===== config.mk =====
export PLATFORM = sky130hd
export DESIGN_NAME = clock_source_select
export DESIGN_NICKNAME = d
export VERILOG_FILES = /design/src/logic/glitchless_clock_mux.v /design/src/logic/clock_source_select.v
export VERILOG_INCLUDE_DIRS = /design/src /design/src/logic
export SDC_FILE = /design/constraint.sdc
export NUM_CORES = 1
export LEC_CHECK = 0
export BUFFER_PORTS_ARGS = -buffer_cell sky130_fd_sc_hd__buf_2
export CORE_MARGIN = 4
export CORE_UTILIZATION = 35
export DETAILED_ROUTE_END_ITERATION = 8
export PLACE_DENSITY_LB_ADDON = 0.08
export SYNTH_ARGS = -nofsm -noshare
export SYNTH_HDL_FRONTEND = slang
export SYNTH_HIERARCHICAL = 1
export SYNTH_SLANG_ARGS = --single-unit
export TNS_END_PERCENT = 100

===== constraint.sdc =====
create_clock -name aclk -period 2.5 [get_ports aclk]
set_input_delay 0.375 -clock aclk [delete_from_list [all_inputs] [get_ports aclk]]
set_output_delay 0.375 -clock aclk [all_outputs]
set_load 0.01 [all_outputs]

===== src/logic/clk_select_defines.vh =====
// register offsets, field positions, reset values and timing counts for the clock source select
// assumes a 32-bit AXI4-Lite register bus and a 200 MHz aclk
`ifndef CLK_SELECT_DEFINES_VH
`define CLK_SELECT_DEFINES_VH

`define ADDR_MAIN_CLOCK_MODE   8'h00
`define ADDR_CLOCK_OP_MODE     8'h04
`define ADDR_MAIN_OSC_CONTROL  8'h08
`define ADDR_INTERNAL_OSC_MODE 8'h0c
`define ADDR_OSC_STAB_COUNTER  8'h10

`define BIT_PERIPH_SOURCE_SEL  2
`define BIT_CPU_CLOCK_STATUS   1
`define BIT_MAIN_CLOCK_SEL     0
`define BIT_EXT_CLOCK_ENABLE   7
`define BIT_OSC_SELECT         6
`define BIT_HIGH_FREQ_AMP      0
`define BIT_MAIN_OSC_STOP      7
`define BIT_INT_OSC_STABLE     7
`define BIT_INT_OSC_STOP       0

`define RST_MAIN_OSC_STOP      1'b1

`define CLK_PERIOD_NS          5
`define RESET_PROC_NS          11000
`define RESET_PROC_CYC         ((`RESET_PROC_NS + `CLK_PERIOD_NS - 1) / `CLK_PERIOD_NS)
`define INT_OSC_STABLE_CYC     16
`define SWITCH_HOLD_EDGES      2

`define RESP_OKAY              2'b00
`define RESP_SLVERR            2'b10

`endif


===== src/logic/glitchless_clock_mux.v =====
// glitch-free two-way clock switch on sampled clock levels
// assumes both sources are sampled levels synchronous to aclk and the old source keeps toggling
`timescale 1ns/10ps
`include "clk_select_defines.vh"

module glitchless_clock_mux #(
   parameter HOLD_EDGES = `SWITCH_HOLD_EDGES
) (
   input  wire aclk,       // system clock
   input  wire aresetn,    // synchronous reset, active low
   input  wire src0,       // source chosen when sel is 0
   input  wire src1,       // source chosen when sel is 1
   input  wire sel,        // requested source
   output reg  clk_out,    // switched clock level
   output reg  sel_active  // source actually driving clk_out
);

   localparam RUN   = 2'd0;
   localparam DRAIN = 2'd1;
   localparam PARK  = 2'd2;

   reg [1:0] state_reg;
   reg [7:0] edge_cnt_reg;
   reg       old_q_reg;
   wire      old_src = sel_active ? src1 : src0;
   wire      new_src = sel_active ? src0 : src1;
   wire      old_fall = old_q_reg & ~old_src;

   always @(posedge aclk) begin
      if (!aresetn) begin
         state_reg    <= RUN;
         edge_cnt_reg <= 8'h00;
         old_q_reg    <= 1'b0;
         clk_out      <= 1'b0;
         sel_active   <= 1'b0;
      end else begin
         old_q_reg <= old_src;
         case (state_reg)
            RUN: begin
               clk_out <= old_src;
               edge_cnt_reg <= 8'h00;
               if (sel != sel_active)
                  state_reg <= DRAIN;
            end
            DRAIN: begin
               // keep running on the old clock for a few of its cycles
               clk_out <= old_src;
               if (old_fall) begin
                  edge_cnt_reg <= edge_cnt_reg + 8'h01;
                  if (edge_cnt_reg == HOLD_EDGES[7:0] - 8'h01) begin
                     clk_out   <= 1'b0; // stop only with the old clock low
                     state_reg <= PARK;
                  end
               end
            end
            PARK: begin
               clk_out <= 1'b0;
               if (!new_src) begin
                  // hand over while the new clock is low, so its first pulse is whole
                  sel_active <= ~sel_active; // status follows the finished switch
                  state_reg  <= RUN;
               end
            end
            default: state_reg <= RUN;
         endcase
      end
   end

endmodule // glitchless_clock_mux


===== src/logic/clock_source_select.v =====
// clock source selection with AXI4-Lite registers, power-on sequencing and glitch-free switching
// assumes oscillator waveforms arrive as levels sampled synchronously on aclk
//
// Notes on behaviour
// - source/main select route internal or high-speed clock
// - external enable picks pin, else crystal
// - peripheral select bit 2, main select bit 0
// - ext enable 7, osc select 6, amplifier 0
// - main oscillator stop at bit 7
// - internal stable flag 7, stop bit 0
// - CPU runs internal clock after reset
// - threshold crossing, reset processing, then run
// - amplifier and peripheral select write once
// - bit 1 reports clock actually running CPU
// - old clock runs several cycles after change
//
// Our own choices: the register addresses and the AXI4-Lite slave port.
`timescale 1ns/10ps
`include "clk_select_defines.vh"

module clock_source_select #(
   parameter RESET_PROC_CYCLES = `RESET_PROC_CYC,     // reset processing length
   parameter STABLE_CYCLES     = `INT_OSC_STABLE_CYC, // internal oscillator settle time
   parameter HOLD_EDGES        = `SWITCH_HOLD_EDGES   // old-clock cycles kept after a change
) (
   input  wire        aclk,                     // system clock, 200 MHz
   input  wire        aresetn,                  // synchronous reset, active low
   input  wire        s_axi_awvalid,            // write address valid
   output reg         s_axi_awready,            // write address ready
   input  wire [7:0]  s_axi_awaddr,             // write address
   input  wire        s_axi_wvalid,             // write data valid
   output reg         s_axi_wready,             // write data ready
   input  wire [31:0] s_axi_wdata,              // write data
   input  wire [3:0]  s_axi_wstrb,              // write byte strobes
   output reg         s_axi_bvalid,             // write response valid
   input  wire        s_axi_bready,             // write response ready
   output reg  [1:0]  s_axi_bresp,              // write response
   input  wire        s_axi_arvalid,            // read address valid
   output reg         s_axi_arready,            // read address ready
   input  wire [7:0]  s_axi_araddr,             // read address
   output reg         s_axi_rvalid,             // read data valid
   input  wire        s_axi_rready,             // read data ready
   output reg  [31:0] s_axi_rdata,              // read data
   output reg  [1:0]  s_axi_rresp,              // read response
   input  wire        power_on_clear_threshold, // 1 selects the higher supply threshold
   input  wire        supply_above_high,        // supply above the higher threshold
   input  wire        supply_above_low,         // supply above the lower threshold
   input  wire        internal_osc_clk,         // internal high-speed oscillator level
   input  wire        crystal_osc_clk,          // crystal oscillator level
   input  wire        external_clk_pin,         // external clock input pin level
   output wire        cpu_clk,                  // clock to the CPU (flop output of mux)
   output wire        periph_clk,               // clock to peripherals (flop output of mux)
   output reg         run_state,                // reset processing done, clocks running
   output reg         high_freq_amp_out,        // amplifier gain control to the crystal
   output reg         main_osc_enable           // high-speed source enabled
);

   localparam POWER_WAIT = 2'd0;
   localparam RESET_PROC = 2'd1;
   localparam RUNNING    = 2'd2;

   reg [1:0]  pwr_state_reg;
   reg [11:0] reset_cnt_reg;
   reg        periph_source_select;
   reg        main_clock_select;
   reg        external_clock_enable;
   reg        oscillator_select;
   reg        high_freq_amplifier;
   reg        main_osc_stop;
   reg        internal_osc_stop;
   reg        internal_osc_stable_flag;
   reg [7:0]  stable_cnt_reg;
   reg [7:0]  osc_stabilization_counter;
   reg        hs_q_reg;
   reg        mode_lock_reg;
   reg        amp_lock_reg;
   reg        aw_full_reg;
   reg        w_full_reg;
   reg [7:0]  aw_addr_reg;
   reg [31:0] w_data_reg;
   reg [3:0]  w_strb_reg;
   reg [31:0] rdata_next;
   reg        rmapped_next;
   wire       cpu_clock_status;
   wire       periph_active;
   wire       supply_ok = power_on_clear_threshold ? supply_above_high : supply_above_low;
   wire       do_write = aw_full_reg & w_full_reg & ~s_axi_bvalid;
   wire       wr_lane0 = do_write & w_strb_reg[0];
   wire       hs_enabled = oscillator_select & ~main_osc_stop;
   wire       hs_raw = external_clock_enable ? external_clk_pin : crystal_osc_clk;
   wire       hs_clk = hs_raw & hs_enabled;
   reg        ihs_gate_reg;
   wire       ihs_clk = internal_osc_clk & ihs_gate_reg;
   wire       cpu_sel = periph_source_select & main_clock_select;
   wire       wr_mapped = (aw_addr_reg == `ADDR_MAIN_CLOCK_MODE) |
                          (aw_addr_reg == `ADDR_CLOCK_OP_MODE) |
                          (aw_addr_reg == `ADDR_MAIN_OSC_CONTROL) |
                          (aw_addr_reg == `ADDR_INTERNAL_OSC_MODE) |
                          (aw_addr_reg == `ADDR_OSC_STAB_COUNTER);

   // power-on sequencing: threshold, reset processing, then internal clock run
   always @(posedge aclk) begin
      if (!aresetn) begin
         pwr_state_reg <= POWER_WAIT;
         reset_cnt_reg <= 12'h000;
         run_state     <= 1'b0;
      end else begin
         case (pwr_state_reg)
            POWER_WAIT: begin
               reset_cnt_reg <= 12'h000;
               if (supply_ok)
                  pwr_state_reg <= RESET_PROC;
            end
            RESET_PROC: begin
               reset_cnt_reg <= reset_cnt_reg + 12'h001;
               if (reset_cnt_reg == RESET_PROC_CYCLES[11:0] - 12'h001) begin
                  pwr_state_reg <= RUNNING;
                  run_state     <= 1'b1;
               end
            end
            RUNNING: run_state <= 1'b1;
            default: pwr_state_reg <= POWER_WAIT;
         endcase
      end
   end

   // control registers; reset leaves the CPU on the internal oscillator
   always @(posedge aclk) begin
      if (!aresetn) begin
         periph_source_select  <= 1'b0;
         main_clock_select     <= 1'b0;
         external_clock_enable <= 1'b0;
         oscillator_select     <= 1'b0;
         high_freq_amplifier   <= 1'b0;
         main_osc_stop         <= `RST_MAIN_OSC_STOP;
         internal_osc_stop     <= 1'b0;
         mode_lock_reg         <= 1'b0;
         amp_lock_reg          <= 1'b0;
      end else if (wr_lane0) begin
         case (aw_addr_reg)
            `ADDR_MAIN_CLOCK_MODE: begin
               main_clock_select <= w_data_reg[`BIT_MAIN_CLOCK_SEL];
               mode_lock_reg     <= 1'b1;
               if (!mode_lock_reg)
                  periph_source_select <= w_data_reg[`BIT_PERIPH_SOURCE_SEL];
            end
            `ADDR_CLOCK_OP_MODE: begin
               external_clock_enable <= w_data_reg[`BIT_EXT_CLOCK_ENABLE];
               oscillator_select     <= w_data_reg[`BIT_OSC_SELECT];
               amp_lock_reg          <= 1'b1;
               if (!amp_lock_reg)
                  high_freq_amplifier <= w_data_reg[`BIT_HIGH_FREQ_AMP];
            end
            `ADDR_MAIN_OSC_CONTROL: main_osc_stop <= w_data_reg[`BIT_MAIN_OSC_STOP];
            `ADDR_INTERNAL_OSC_MODE: internal_osc_stop <= w_data_reg[`BIT_INT_OSC_STOP];
            default: ;
         endcase
      end
   end

   // oscillator status: internal settle flag and high-speed stabilization count
   always @(posedge aclk) begin
      if (!aresetn) begin
         stable_cnt_reg            <= 8'h00;
         internal_osc_stable_flag  <= 1'b0;
         osc_stabilization_counter <= 8'h00;
         hs_q_reg                  <= 1'b0;
         high_freq_amp_out         <= 1'b0;
         main_osc_enable           <= 1'b0;
         ihs_gate_reg              <= 1'b0;
      end else begin
         hs_q_reg          <= hs_clk;
         high_freq_amp_out <= high_freq_amplifier;
         main_osc_enable   <= hs_enabled;
         if (!internal_osc_clk) ihs_gate_reg <= ~internal_osc_stop & run_state;
         if (internal_osc_stop || !run_state) begin
            stable_cnt_reg           <= 8'h00;
            internal_osc_stable_flag <= 1'b0;
         end else if (stable_cnt_reg == STABLE_CYCLES[7:0] - 8'h01) begin
            internal_osc_stable_flag <= 1'b1;
         end else begin
            stable_cnt_reg <= stable_cnt_reg + 8'h01;
         end
         if (!hs_enabled)
            osc_stabilization_counter <= 8'h00;
         else if (hs_clk && !hs_q_reg && osc_stabilization_counter != 8'hff)
            osc_stabilization_counter <= osc_stabilization_counter + 8'h01;
      end
   end

   glitchless_clock_mux #(.HOLD_EDGES(HOLD_EDGES)) cpu_mux (
      .aclk       (aclk),
      .aresetn    (aresetn),
      .src0       (ihs_clk),
      .src1       (hs_clk),
      .sel        (cpu_sel),
      .clk_out    (cpu_clk),
      .sel_active (cpu_clock_status)
   );

   glitchless_clock_mux #(.HOLD_EDGES(HOLD_EDGES)) periph_mux (
      .aclk       (aclk),
      .aresetn    (aresetn),
      .src0       (ihs_clk),
      .src1       (hs_clk),
      .sel        (periph_source_select),
      .clk_out    (periph_clk),
      .sel_active (periph_active)
   );

   // write channel: address and data taken in either order
   always @(posedge aclk) begin
      if (!aresetn) begin
         aw_full_reg   <= 1'b0;
         w_full_reg    <= 1'b0;
         aw_addr_reg   <= 8'h00;
         w_data_reg    <= 32'h00000000;
         w_strb_reg    <= 4'h0;
         s_axi_awready <= 1'b0;
         s_axi_wready  <= 1'b0;
         s_axi_bvalid  <= 1'b0;
         s_axi_bresp   <= `RESP_OKAY;
      end else begin
         s_axi_awready <= ~aw_full_reg & ~s_axi_awready & s_axi_awvalid & ~s_axi_bvalid;
         s_axi_wready  <= ~w_full_reg & ~s_axi_wready & s_axi_wvalid & ~s_axi_bvalid;
         if (s_axi_awvalid && s_axi_awready) begin
            aw_full_reg <= 1'b1;
            aw_addr_reg <= s_axi_awaddr;
         end
         if (s_axi_wvalid && s_axi_wready) begin
            w_full_reg <= 1'b1;
            w_data_reg <= s_axi_wdata;
            w_strb_reg <= s_axi_wstrb;
         end
         if (do_write) begin
            aw_full_reg  <= 1'b0;
            w_full_reg   <= 1'b0;
            s_axi_bvalid <= 1'b1;
            s_axi_bresp  <= wr_mapped ? `RESP_OKAY : `RESP_SLVERR;
         end else if (s_axi_bvalid && s_axi_bready) begin
            s_axi_bvalid <= 1'b0;
         end
      end
   end

   always @* begin
      rdata_next   = 32'h00000000;
      rmapped_next = 1'b1;
      case (s_axi_araddr)
         `ADDR_MAIN_CLOCK_MODE: begin
            rdata_next[`BIT_PERIPH_SOURCE_SEL] = periph_source_select;
            rdata_next[`BIT_CPU_CLOCK_STATUS]  = cpu_clock_status;
            rdata_next[`BIT_MAIN_CLOCK_SEL]    = main_clock_select;
         end
         `ADDR_CLOCK_OP_MODE: begin
            rdata_next[`BIT_EXT_CLOCK_ENABLE] = external_clock_enable;
            rdata_next[`BIT_OSC_SELECT]       = oscillator_select;
            rdata_next[`BIT_HIGH_FREQ_AMP]    = high_freq_amplifier;
         end
         `ADDR_MAIN_OSC_CONTROL: rdata_next[`BIT_MAIN_OSC_STOP] = main_osc_stop;
         `ADDR_INTERNAL_OSC_MODE: begin
            rdata_next[`BIT_INT_OSC_STABLE] = internal_osc_stable_flag;
            rdata_next[`BIT_INT_OSC_STOP]   = internal_osc_stop;
         end
         `ADDR_OSC_STAB_COUNTER: rdata_next[7:0] = osc_stabilization_counter;
         default: rmapped_next = 1'b0;
      endcase
   end

   // read channel: one cycle from address accept to data
   always @(posedge aclk) begin
      if (!aresetn) begin
         s_axi_arready <= 1'b0;
         s_axi_rvalid  <= 1'b0;
         s_axi_rdata   <= 32'h00000000;
         s_axi_rresp   <= `RESP_OKAY;
      end else begin
         s_axi_arready <= s_axi_arvalid & ~s_axi_arready & ~s_axi_rvalid;
         if (s_axi_arvalid && s_axi_arready) begin
            s_axi_rvalid <= 1'b1;
            s_axi_rdata  <= rdata_next;
            s_axi_rresp  <= rmapped_next ? `RESP_OKAY : `RESP_SLVERR;
         end else if (s_axi_rvalid && s_axi_rready) begin
            s_axi_rvalid <= 1'b0;
         end
      end
   end

endmodule // clock_source_select


* After elaboration in Yosys (flattened, before gate mapping)
Cells that the tools add are included.
** Storage, ports and cells
- Output and inout bits :: 46
- Flip-flop bits (word level) :: 107
- Bits in read-only memories :: 0
- Bits of input ports :: 65
- RAM bits :: 0
- Memories :: 0
- Latch bits :: 0
** Cells by class
- Equality and inequality tests :: 31
- Multipliers :: 0
- Add/sub/neg operators :: 5
- Reductions and logical operators :: 41
- Order comparisons :: 0
- Muxes and demuxes :: 44
- Divide/modulo/power cells :: 0
- Bitwise operators :: 41
- Shift-type cells :: 0
** Operator list (count)
- $eq 8x4->1 const B :: 5
- $add 8x1->8 const B :: 4
- $pmux 8 s2 :: 2
- $mux 2 :: 12
- $pmux 12 s2 :: 1
- $reduce_and 2->1 :: 10
- $not 1->1 :: 19
- $and 1x1->1 :: 18
- $pmux 2 s3 :: 3
- $eq 8x1->1 const B :: 2
- $eq 8x3->1 const B :: 2
- $eq 8x5->1 const B :: 2
- $logic_not 8->1 :: 2
- $mux 1 :: 16
- $mux 8 :: 2
- $add 12x1->12 const B :: 1
- $eq 12x12->1 const B :: 1
- $ne 2x1->1 const B :: 6
- $reduce_bool 2->1 :: 6
- $reduce_and 3->1 :: 3
- $ne 2x2->1 const B :: 4
- $ne 8x8->1 const B :: 1
- $pmux 1 s4 :: 2
- $reduce_and 4->1 :: 2
- other kinds (15) :: 36

* Longest topological paths before layout
Gate-level depths: netlist of run 1.
- Depth after elaboration :: 8
- Gate-level depth with buffers :: 7

* Modules after synthesis
Netlist of run 1, hierarchy kept.
** Modules (own cells, without submodules)
- clock_source_select :: area each 3424.5 um^2, instances 1, seq. area each 1501.4 um^2, cells each 390
- glitchless_clock_mux :: area each 743.2 um^2, instances 2, seq. area each 260.2 um^2, cells each 84

* Worst setup path before layout of run 1
Ideal clock, no wire load.
- Path type :: reg-to-reg
- Start point :: register external_clock_enable
- End point :: register cpu_mux.edge_cnt_reg[6]
- Cell stages (with the launch flop) :: 7
- Setup time :: 0.059 ns
- Arrival :: 1.860 ns
- Setup slack :: 0.581 ns
- Path buffers :: 0
- Cell sequence :: dfxtp_1 > mux2_2 > and3b_1 > mux2i_4 > nand4_2 > or4_1 > nand2_1
** Between the ends
- Longest elaborated chain between the ends :: 7
** RTL lines
- start, declared :: line clock_source_select.v:66 : reg external_clock_enable;
- start signal, assigned :: line clock_source_select.v:148 : external_clock_enable <= w_data_reg[`BIT_EXT_CLOCK_ENABLE];
- $mux 1 :: line clock_source_select.v:90 : wire hs_raw = external_clock_enable ? external_clk_pin : crystal_osc_clk;
- $and 1x1->1 :: line clock_source_select.v:91 : wire hs_clk = hs_raw & hs_enabled;
- net hs_clk :: line clock_source_select.v:91
- $mux 1 :: line glitchless_clock_mux.v:25 : wire old_src = sel_active ? src1 : src0;
- $not 1->1 :: line glitchless_clock_mux.v:27 : wire old_fall = old_q_reg & ~old_src;
- $and 1x1->1 :: line glitchless_clock_mux.v:27
- $ne 2x1->1 (no line)
- $reduce_and 2->1 (no line)
- end signal, assigned :: line glitchless_clock_mux.v:49 : edge_cnt_reg <= edge_cnt_reg + 8'h01;
- end, declared :: line glitchless_clock_mux.v:23 : reg [7:0] edge_cnt_reg;
The timed path passes the listed nets, and every way through them passes these cells.
A chain may end at the register's enable or synchronous reset.

* Worst setup path after layout of run 1
- Start point :: register external_clock_enable
- End point :: register cpu_mux.edge_cnt_reg[7]
The elaborated chain is that of the path after synthesis.

==> results of run 1 <==
==> stage by stage <==
| stage | hold WS [ps] | instances | setup WS, ps |
|---|---|---|---|
| finish | 221 | 797 | 273 |
| global route | 220 | 797 | 113 |
| CTS | 209 | 797 | 236 |
| detailed placement | 446 | 781 | 225 |
| global placement | 432 | 781 | 309 |
| floorplan | 423 | 583 | 581 |
==> worst paths after layout <==
kind	from	to
max	external_clock_enable	cpu_mux/edge_cnt_reg[7]
min	internal_osc_clk	ihs_gate_reg
max reg2reg	external_clock_enable	cpu_mux/edge_cnt_reg[7]
min reg2reg	s_axi_rvalid	s_axi_arready
==> cell usage in the layout, fill, tap and decap left out, types with 12 or more instances in the layout <==
master / instances
o21ai_0: 21
conb_1: 26
nor2_1: 44
inv_1: 21
ha_1: 15
nand2_1: 50
buf_2: 53
nand3_1: 28
mux2i_1: 12
a21oi_1: 48
dfxtp_1: 101
==> per-layer routing <==
layer | GRT usage | up-vias
met3 | 0.0408 | 6
met1 | 0.181 | 1836
met5 | 0 | -
li1 | - | 2081
met2 | 0.212 | 65
met4 | 0.0353 | 0
==> critical path, delay by kind of cell, from the launching register on <==
| kind | cells | cell delay (ps) |
|---|---|---|
| simple gates | 3 | 740 |
| mux | 2 | 680 |
| flops | 1 | 380 |
| compound gates | 1 | 320 |
==> layout make-up <==
type / instances / area [µm²] / area share
Clock buffer: 9 / 225 / 0.0402
Clock inverter: 7 / 98.8 / 0.0176
Inverter: 24 / 90.1 / 0.0161
Multi-Input combinational cell: 418 / 2640 / 0.471
Sequential cell: 101 / 2020 / 0.361
Tap cell: 180 / 225 / 0.0402
Timing Repair Buffer: 58 / 303 / 0.0540
==> Yosys cell counts (4+ instances only) <==
cell and number:
clkbuf_1 11, o21a_1 4, nor2_1 44, nand3_1 28, dfxtp_1 101, nor4_1 4, nand2b_1 8, inv_1 21
o311ai_0 4, buf_4 26, o41ai_1 6, or2_2 7, ha_1 15, nor3_1 7, nor2b_1 4, mux2i_1 12
a21oi_1 48, nor4b_1 5, xnor2_1 4, a31oi_1 6, o21ai_0 21, or3_1 6, a22oi_1 6, nand3b_1 5
or4_1 6, and3_1 5, xor2_1 10, nand2_1 50, nand4_1 9, o221a_2 4, a211oi_1 7, and2_1 7
==> cells by family after synthesis <==
kind of cell    share of synthesized area
compound gates                      0.164
xor+xnor                           0.0250
fa+ha+maj                          0.0382
buf+inv                            0.0693
flops                               0.412
mux                                0.0405
other cells                      0.000764
simple gates                        0.250
==> power by group through the flow <==
stage	Sequential, µW	Combinational, µW	Clock (µW)
6_report	1650	224	1520
5_1_grt	1660	253	1650
4_1_cts	1650	226	1580
3_5_place_dp	1690	226	0
3_3_place_gp	1690	223	0
2_1_floorplan	1680	184	0
==> out/summary.md, run 1 <==
• **outcome** finished, final reports clean
• **Power Internal** 2600 µW
• **sequential group share of total power** 0.486
• **TritonCTS clock tree** done
• **total placed instance area** 5280 µm²
• **buffers inserted during post-CTS setup optimization** 0
• **post-DR wirelength/cell** 13.2 µm
• **post-DR vias/cell** 5.00
• **critical path data arrival time** 2470 ps
• **worst vdd ir** 0.000273 V
• **delay of the slowest cell on the worst path** 380 ps
• **initial antenna violation count** 0
• **type of the worst setup path** flip-flop to flip-flop
• **asr flop ratio synth** 0
• **routability congestion estimate** 0.753
• **Yosys cell types** 65
• **global-route wire length before repair** 18,100 µm
• **number of hold violations in the final report** 0
• **hold buffers post-CTS** 0
• **data required time of the critical path** 2740 ps
• **Layout Nets** 692
• **Power Density** 606 nW/µm²
• **metal1 wirelength** 5220 µm
• **Slew HR** 0.179
• **global routing usage summed across all routing layers** 0.135
• **WL met2** 4750 µm
• **number of routed nets with antenna violations** 0
• **critical-path cell with the highest stage delay** dfxtp_1
• **overall die width** 126 µm
• **routed wire length on met3** 444 µm
• **dominant cell type by area after synthesis** dfxtp_1
• **crit path cell chain** mux2_2 -> and3b_1 -> mux2i_4 -> nand3_2 -> or2_0 -> o41ai_1
• **ANT cells** 0
• **aggregate routed wire length** 10,500 µm
• **post-detailed-placement half-perimeter wirelength** 7780 µm
• **final routed DRC violation total** 0
• **post-route cell area** 5610 µm²
• **number of detailed-route iterations in the first pass** 4
• **upper clock frequency limit** 0.449 GHz
• **setup violators final** 0
• **unrepaired setup endpoints after global routing** false
• **Tot Pwr** 3400 µW
• **reg-to-reg setup timing slack** 270 ps
• **pin slew with the least headroom to its limit** 1220 ps
• **total die area** 16,000 µm²
• **share of post-route cells with drive strength above 1** 0.165
• **largest net degree at the start of global routing** 20
• **root buffer cell** clkbuf_16
• **cell row count** 43
• **worst min-delay path class** input pin to flip-flop
• **top-level port count** 111
• **proportion of netlist area held by the largest area contributor** 0.412
• **count of clock tree sinks** 101
• **top_reg_cell synth** dfxtp_1
• **largest fanout of any net on the critical path** 8
• **synth top area cells** dfxtp_1 41%, a21oi_1 4.9%, buf_4 4.0%, ha_1 3.8%, nand2_1 3.8%
• **drt first-iter violations** 190
• **max capacitance violation total** 0
• **initial core utilization** 0.355
• **Clk Latency, worst-skew pair** 350 ps
• **end-of-flow core utilization** 0.405
• **post-synthesis area per instance** 8.80 µm²
• **EDFF count, synth** 0
• **instance count of the mapped netlist** 558
• **switching power as a share of total power** 0.237
• **setup skew after layout** 5.92 ps
• **P_sw** 804 µW
• **Post-Route Setup TNS** 0 ps
• **via count of the first global-routing pass** 3,904
• **number of levels the H-tree was split into** 3
• **leakage power total** 0.00206 µW
• **post-synthesis instance area** 4910 µm²
• **top layer in use** met4
• **flip-flop and latch count after synthesis** 101
• **number of cells traversed by the worst hold path** 2
• **area added between synthesis and finish** 14.2%
• **combinational share of power** 0.066
• **via count of the routed design** 3,988
• **total global routing overflow** 0
• **Worst R2R Path Depth** 6
• **fraction of the cycle the final worst path needs** 0.891
• **warnings from Yosys** 6
• **number of clock buffers inserted by TritonCTS** 9
• **startpoint class of the critical path** flip-flop
• **fill cell total of the finished layout** 1,381
• **vertical extent of the die** 126 µm
• **Min Clock Period, post-route** 2230 ps
• **CP Capture Type** flip-flop
• **Max Buffers Root-to-Sink** 2
• **clock transition at the registers of the reported paths** 70 ps
• **area of the core** 13,800 µm²
• **PortBufs** 53
• **max reg flops** 12
• **clock share of power** 0.448
• **number of instances resized during post-cts repair** 0
• **Final Max Tran Viols** 0
• **part of the Yosys area used for sequential elements** 0.412
(Power assumes the default switching activity.)
==> run 2, diff against run 1 <==
--- a/config.mk
+++ b/config.mk
@@ -10,7 +10,9 @@
 export CORE_MARGIN = 4
 export CORE_UTILIZATION = 35
 export DETAILED_ROUTE_END_ITERATION = 8
+export GPL_TIMING_DRIVEN = 0
 export PLACE_DENSITY_LB_ADDON = 0.08
+export RECOVER_POWER = 50
 export SYNTH_ARGS = -nofsm -noshare
 export SYNTH_HDL_FRONTEND = slang
 export SYNTH_HIERARCHICAL = 1
==> out/summary.md, run 2 (same netlist as run 1, synthesis figures left out) <==
• **vertical extent of the die** 126 µm, unchanged
• **post-layout instance count excluding filler cells** 831, +4.3%
• **hold buffers post-CTS** 0, unchanged
• **total die area** 16,000 µm², unchanged
• **Final Max Tran Viols** 0, unchanged
• **number of hold violations in the final report** 0, unchanged
• **Layout Nets** 726, +4.9%
• **metal1 wirelength** 5430 µm, +4.1%
• **routed wire length on met3** 504 µm, +14%
• **number of levels the H-tree was split into** 3, unchanged
• **Clk Latency, worst-skew pair** 350 ps, about the same
• **most common library cell in the layout ignoring fill and taps** dfxtp_1
• **aggregate routed wire length** 11,000 µm, +5.2%
• **fraction of the cycle the final worst path needs** 0.896, +0.00495
• **leakage power total** 0.00211 µW, +2.5%
• **outcome** finished, final reports clean
• **initial antenna violation count** 0, unchanged
• **type of the worst setup path** flip-flop to flip-flop
• **reg-to-reg setup timing slack** 260 ps, about the same
• **largest fanout of any net on the critical path** 8, unchanged
• **number of clock buffers inserted by TritonCTS** 9, unchanged
• **number of detailed-route iterations in the first pass** 4, unchanged
• **Worst R2R Path Depth** 6, unchanged
• **area added between synthesis and finish** 17.7%
• **buffers inserted during post-CTS setup optimization** 0, unchanged
• **critical path data arrival time** 2480 ps, about the same
• **post-detailed-placement half-perimeter wirelength** 8180 µm, +5.1%
• **worst vdd ir** 0.000355 V, +30%
• **area of the core** 13,800 µm², unchanged
• **end-of-flow core utilization** 0.418, +0.0127
• **number of routed nets with antenna violations** 0, unchanged
• **root buffer cell** clkbuf_16
• **post-DR wirelength/cell** 13.3 µm, +0.87%
• **clock transition at the registers of the reported paths** 70 ps, about the same
• **data required time of the critical path** 2740 ps, about the same
• **number of cells traversed by the worst hold path** 2, unchanged
• **unrepaired setup endpoints after global routing** false
• **Crit. Startpoint** external_clock_enable
• **worst min-delay path class** input pin to flip-flop
• **share of post-route cells with drive strength above 1** 0.157, -0.00863
• **pre-CTS setup slack** 260 ps, +35.1 ps
• **startpoint class of the critical path** flip-flop
• **setup skew after layout** 7.37 ps, +1.45 ps
• **top layer in use** met4
• **TritonCTS clock tree** done
• **end of the worst register-to-register path** cpu_mux/edge_cnt_reg[7]
• **global routing usage summed across all routing layers** 0.142, +0.00752
• **setup violators final** 0, unchanged
• **commonest cells after routing, fill and taps aside** 101 x dfxtp_1, 50 x nand2_1, 48 x a21oi_1, 44 x nor2_1, 32 x clkbuf_1
• **pin slew with the least headroom to its limit** 538 ps, -681 ps
• **post-DR vias/cell** 5.04, +0.69%
• **global-route wire length before repair** 18,900 µm, +4.4%
• **top-level port count** 111, unchanged
• **upper clock frequency limit** 0.447 GHz, -0.55%
• **fill cell total of the finished layout** 1,405, +1.7%
• **initial core utilization** 0.355, unchanged
• **Max Buffers Root-to-Sink** 2, unchanged
• **number of instances resized during post-cts repair** 0, unchanged
• **drt first-iter violations** 196, +3.2%
• **Min Clock Period, post-route** 2240 ps, +12.4 ps
• **routability congestion estimate** 0.772, +2.4%
• **largest net degree at the start of global routing** 18, -10%
• **setup ws final** 261 ps, -12.4 ps
• **CP Capture Type** flip-flop
• **max reg flops** 12, unchanged
• **max capacitance violation total** 0, unchanged
• **critical path capture point** cpu_mux/edge_cnt_reg[7]
• **Power Density** 588 nW/µm², -3.1%
• **overall die width** 126 µm, unchanged
• **count of clock tree sinks** 101, unchanged
• **Post-Route Setup TNS** 0 ps, unchanged
• **final routed DRC violation total** 0, unchanged
• **cell count after placement** 815, +4.4%
• **cell row count** 43, unchanged
• **via count of the routed design** 4,187, +5.0%
• **total global routing overflow** 0, unchanged
• **Slew HR** 0.642, +0.463
• **via count of the first global-routing pass** 4,002, +2.5%
• **Worst R2R Start** external_clock_enable
• **Tot Pwr** 3400 µW, about the same
• **PortBufs** 52, -1.9%
• **WL met2** 5050 µm, +6.3%
• **ANT cells** 0, unchanged
[run 2: per-stage QoR]
stage          hold WS, ps  instance area, µm²
6_report               226                5780
5_1_grt                232                5780
4_1_cts                222                5810
3_5_place_dp           445                5490
3_3_place_gp           437                5490
2_1_floorplan          423                5000
[run 2: report_power, final]
part           switching, µW  internal [µW]
Clock                    643            844
Combinational            154            108
Sequential              21.1           1630
[run 2: routing by layer]
metal | track usage | vias up
li1 | - | 2148
met1 | 0.193 | 1956
met2 | 0.224 | 75
met3 | 0.0413 | 8
met4 | 0.0341 | 0
met5 | 0 | -
[run 2: worst max-delay path, stage by stage, from the launching register on]
cell	delay, ps
dfxtp_1	390
mux2_1	370
and3b_1	290
mux2i_4	320
nand3_2	180
or2_0	270
o41ai_1	310
[run 2: cell type report]
class                      instances  area, µm²  area share
timing repair buffer              52        234      0.0405
buffer                            40        250      0.0433
clock buffer                      11        253      0.0437
multi-input combinational        418       2640       0.457
clock inverter                     5       65.1      0.0113
inverter                          24       90.1      0.0156
sequential                       101       2020       0.350
tap                              180        225      0.0390
[run 2: how the worst min path moves through the flow]
stage	start	end	slack (ps)
2_1_floorplan	w_full_reg	s_axi_wready	420
3_3_place_gp	s_axi_rvalid	s_axi_arready	440
4_1_cts	internal_osc_clk	ihs_gate_reg	220
5_1_grt	internal_osc_clk	ihs_gate_reg	230
3_5_place_dp	w_full_reg	s_axi_wready	440
6_report	internal_osc_clk	ihs_gate_reg	230
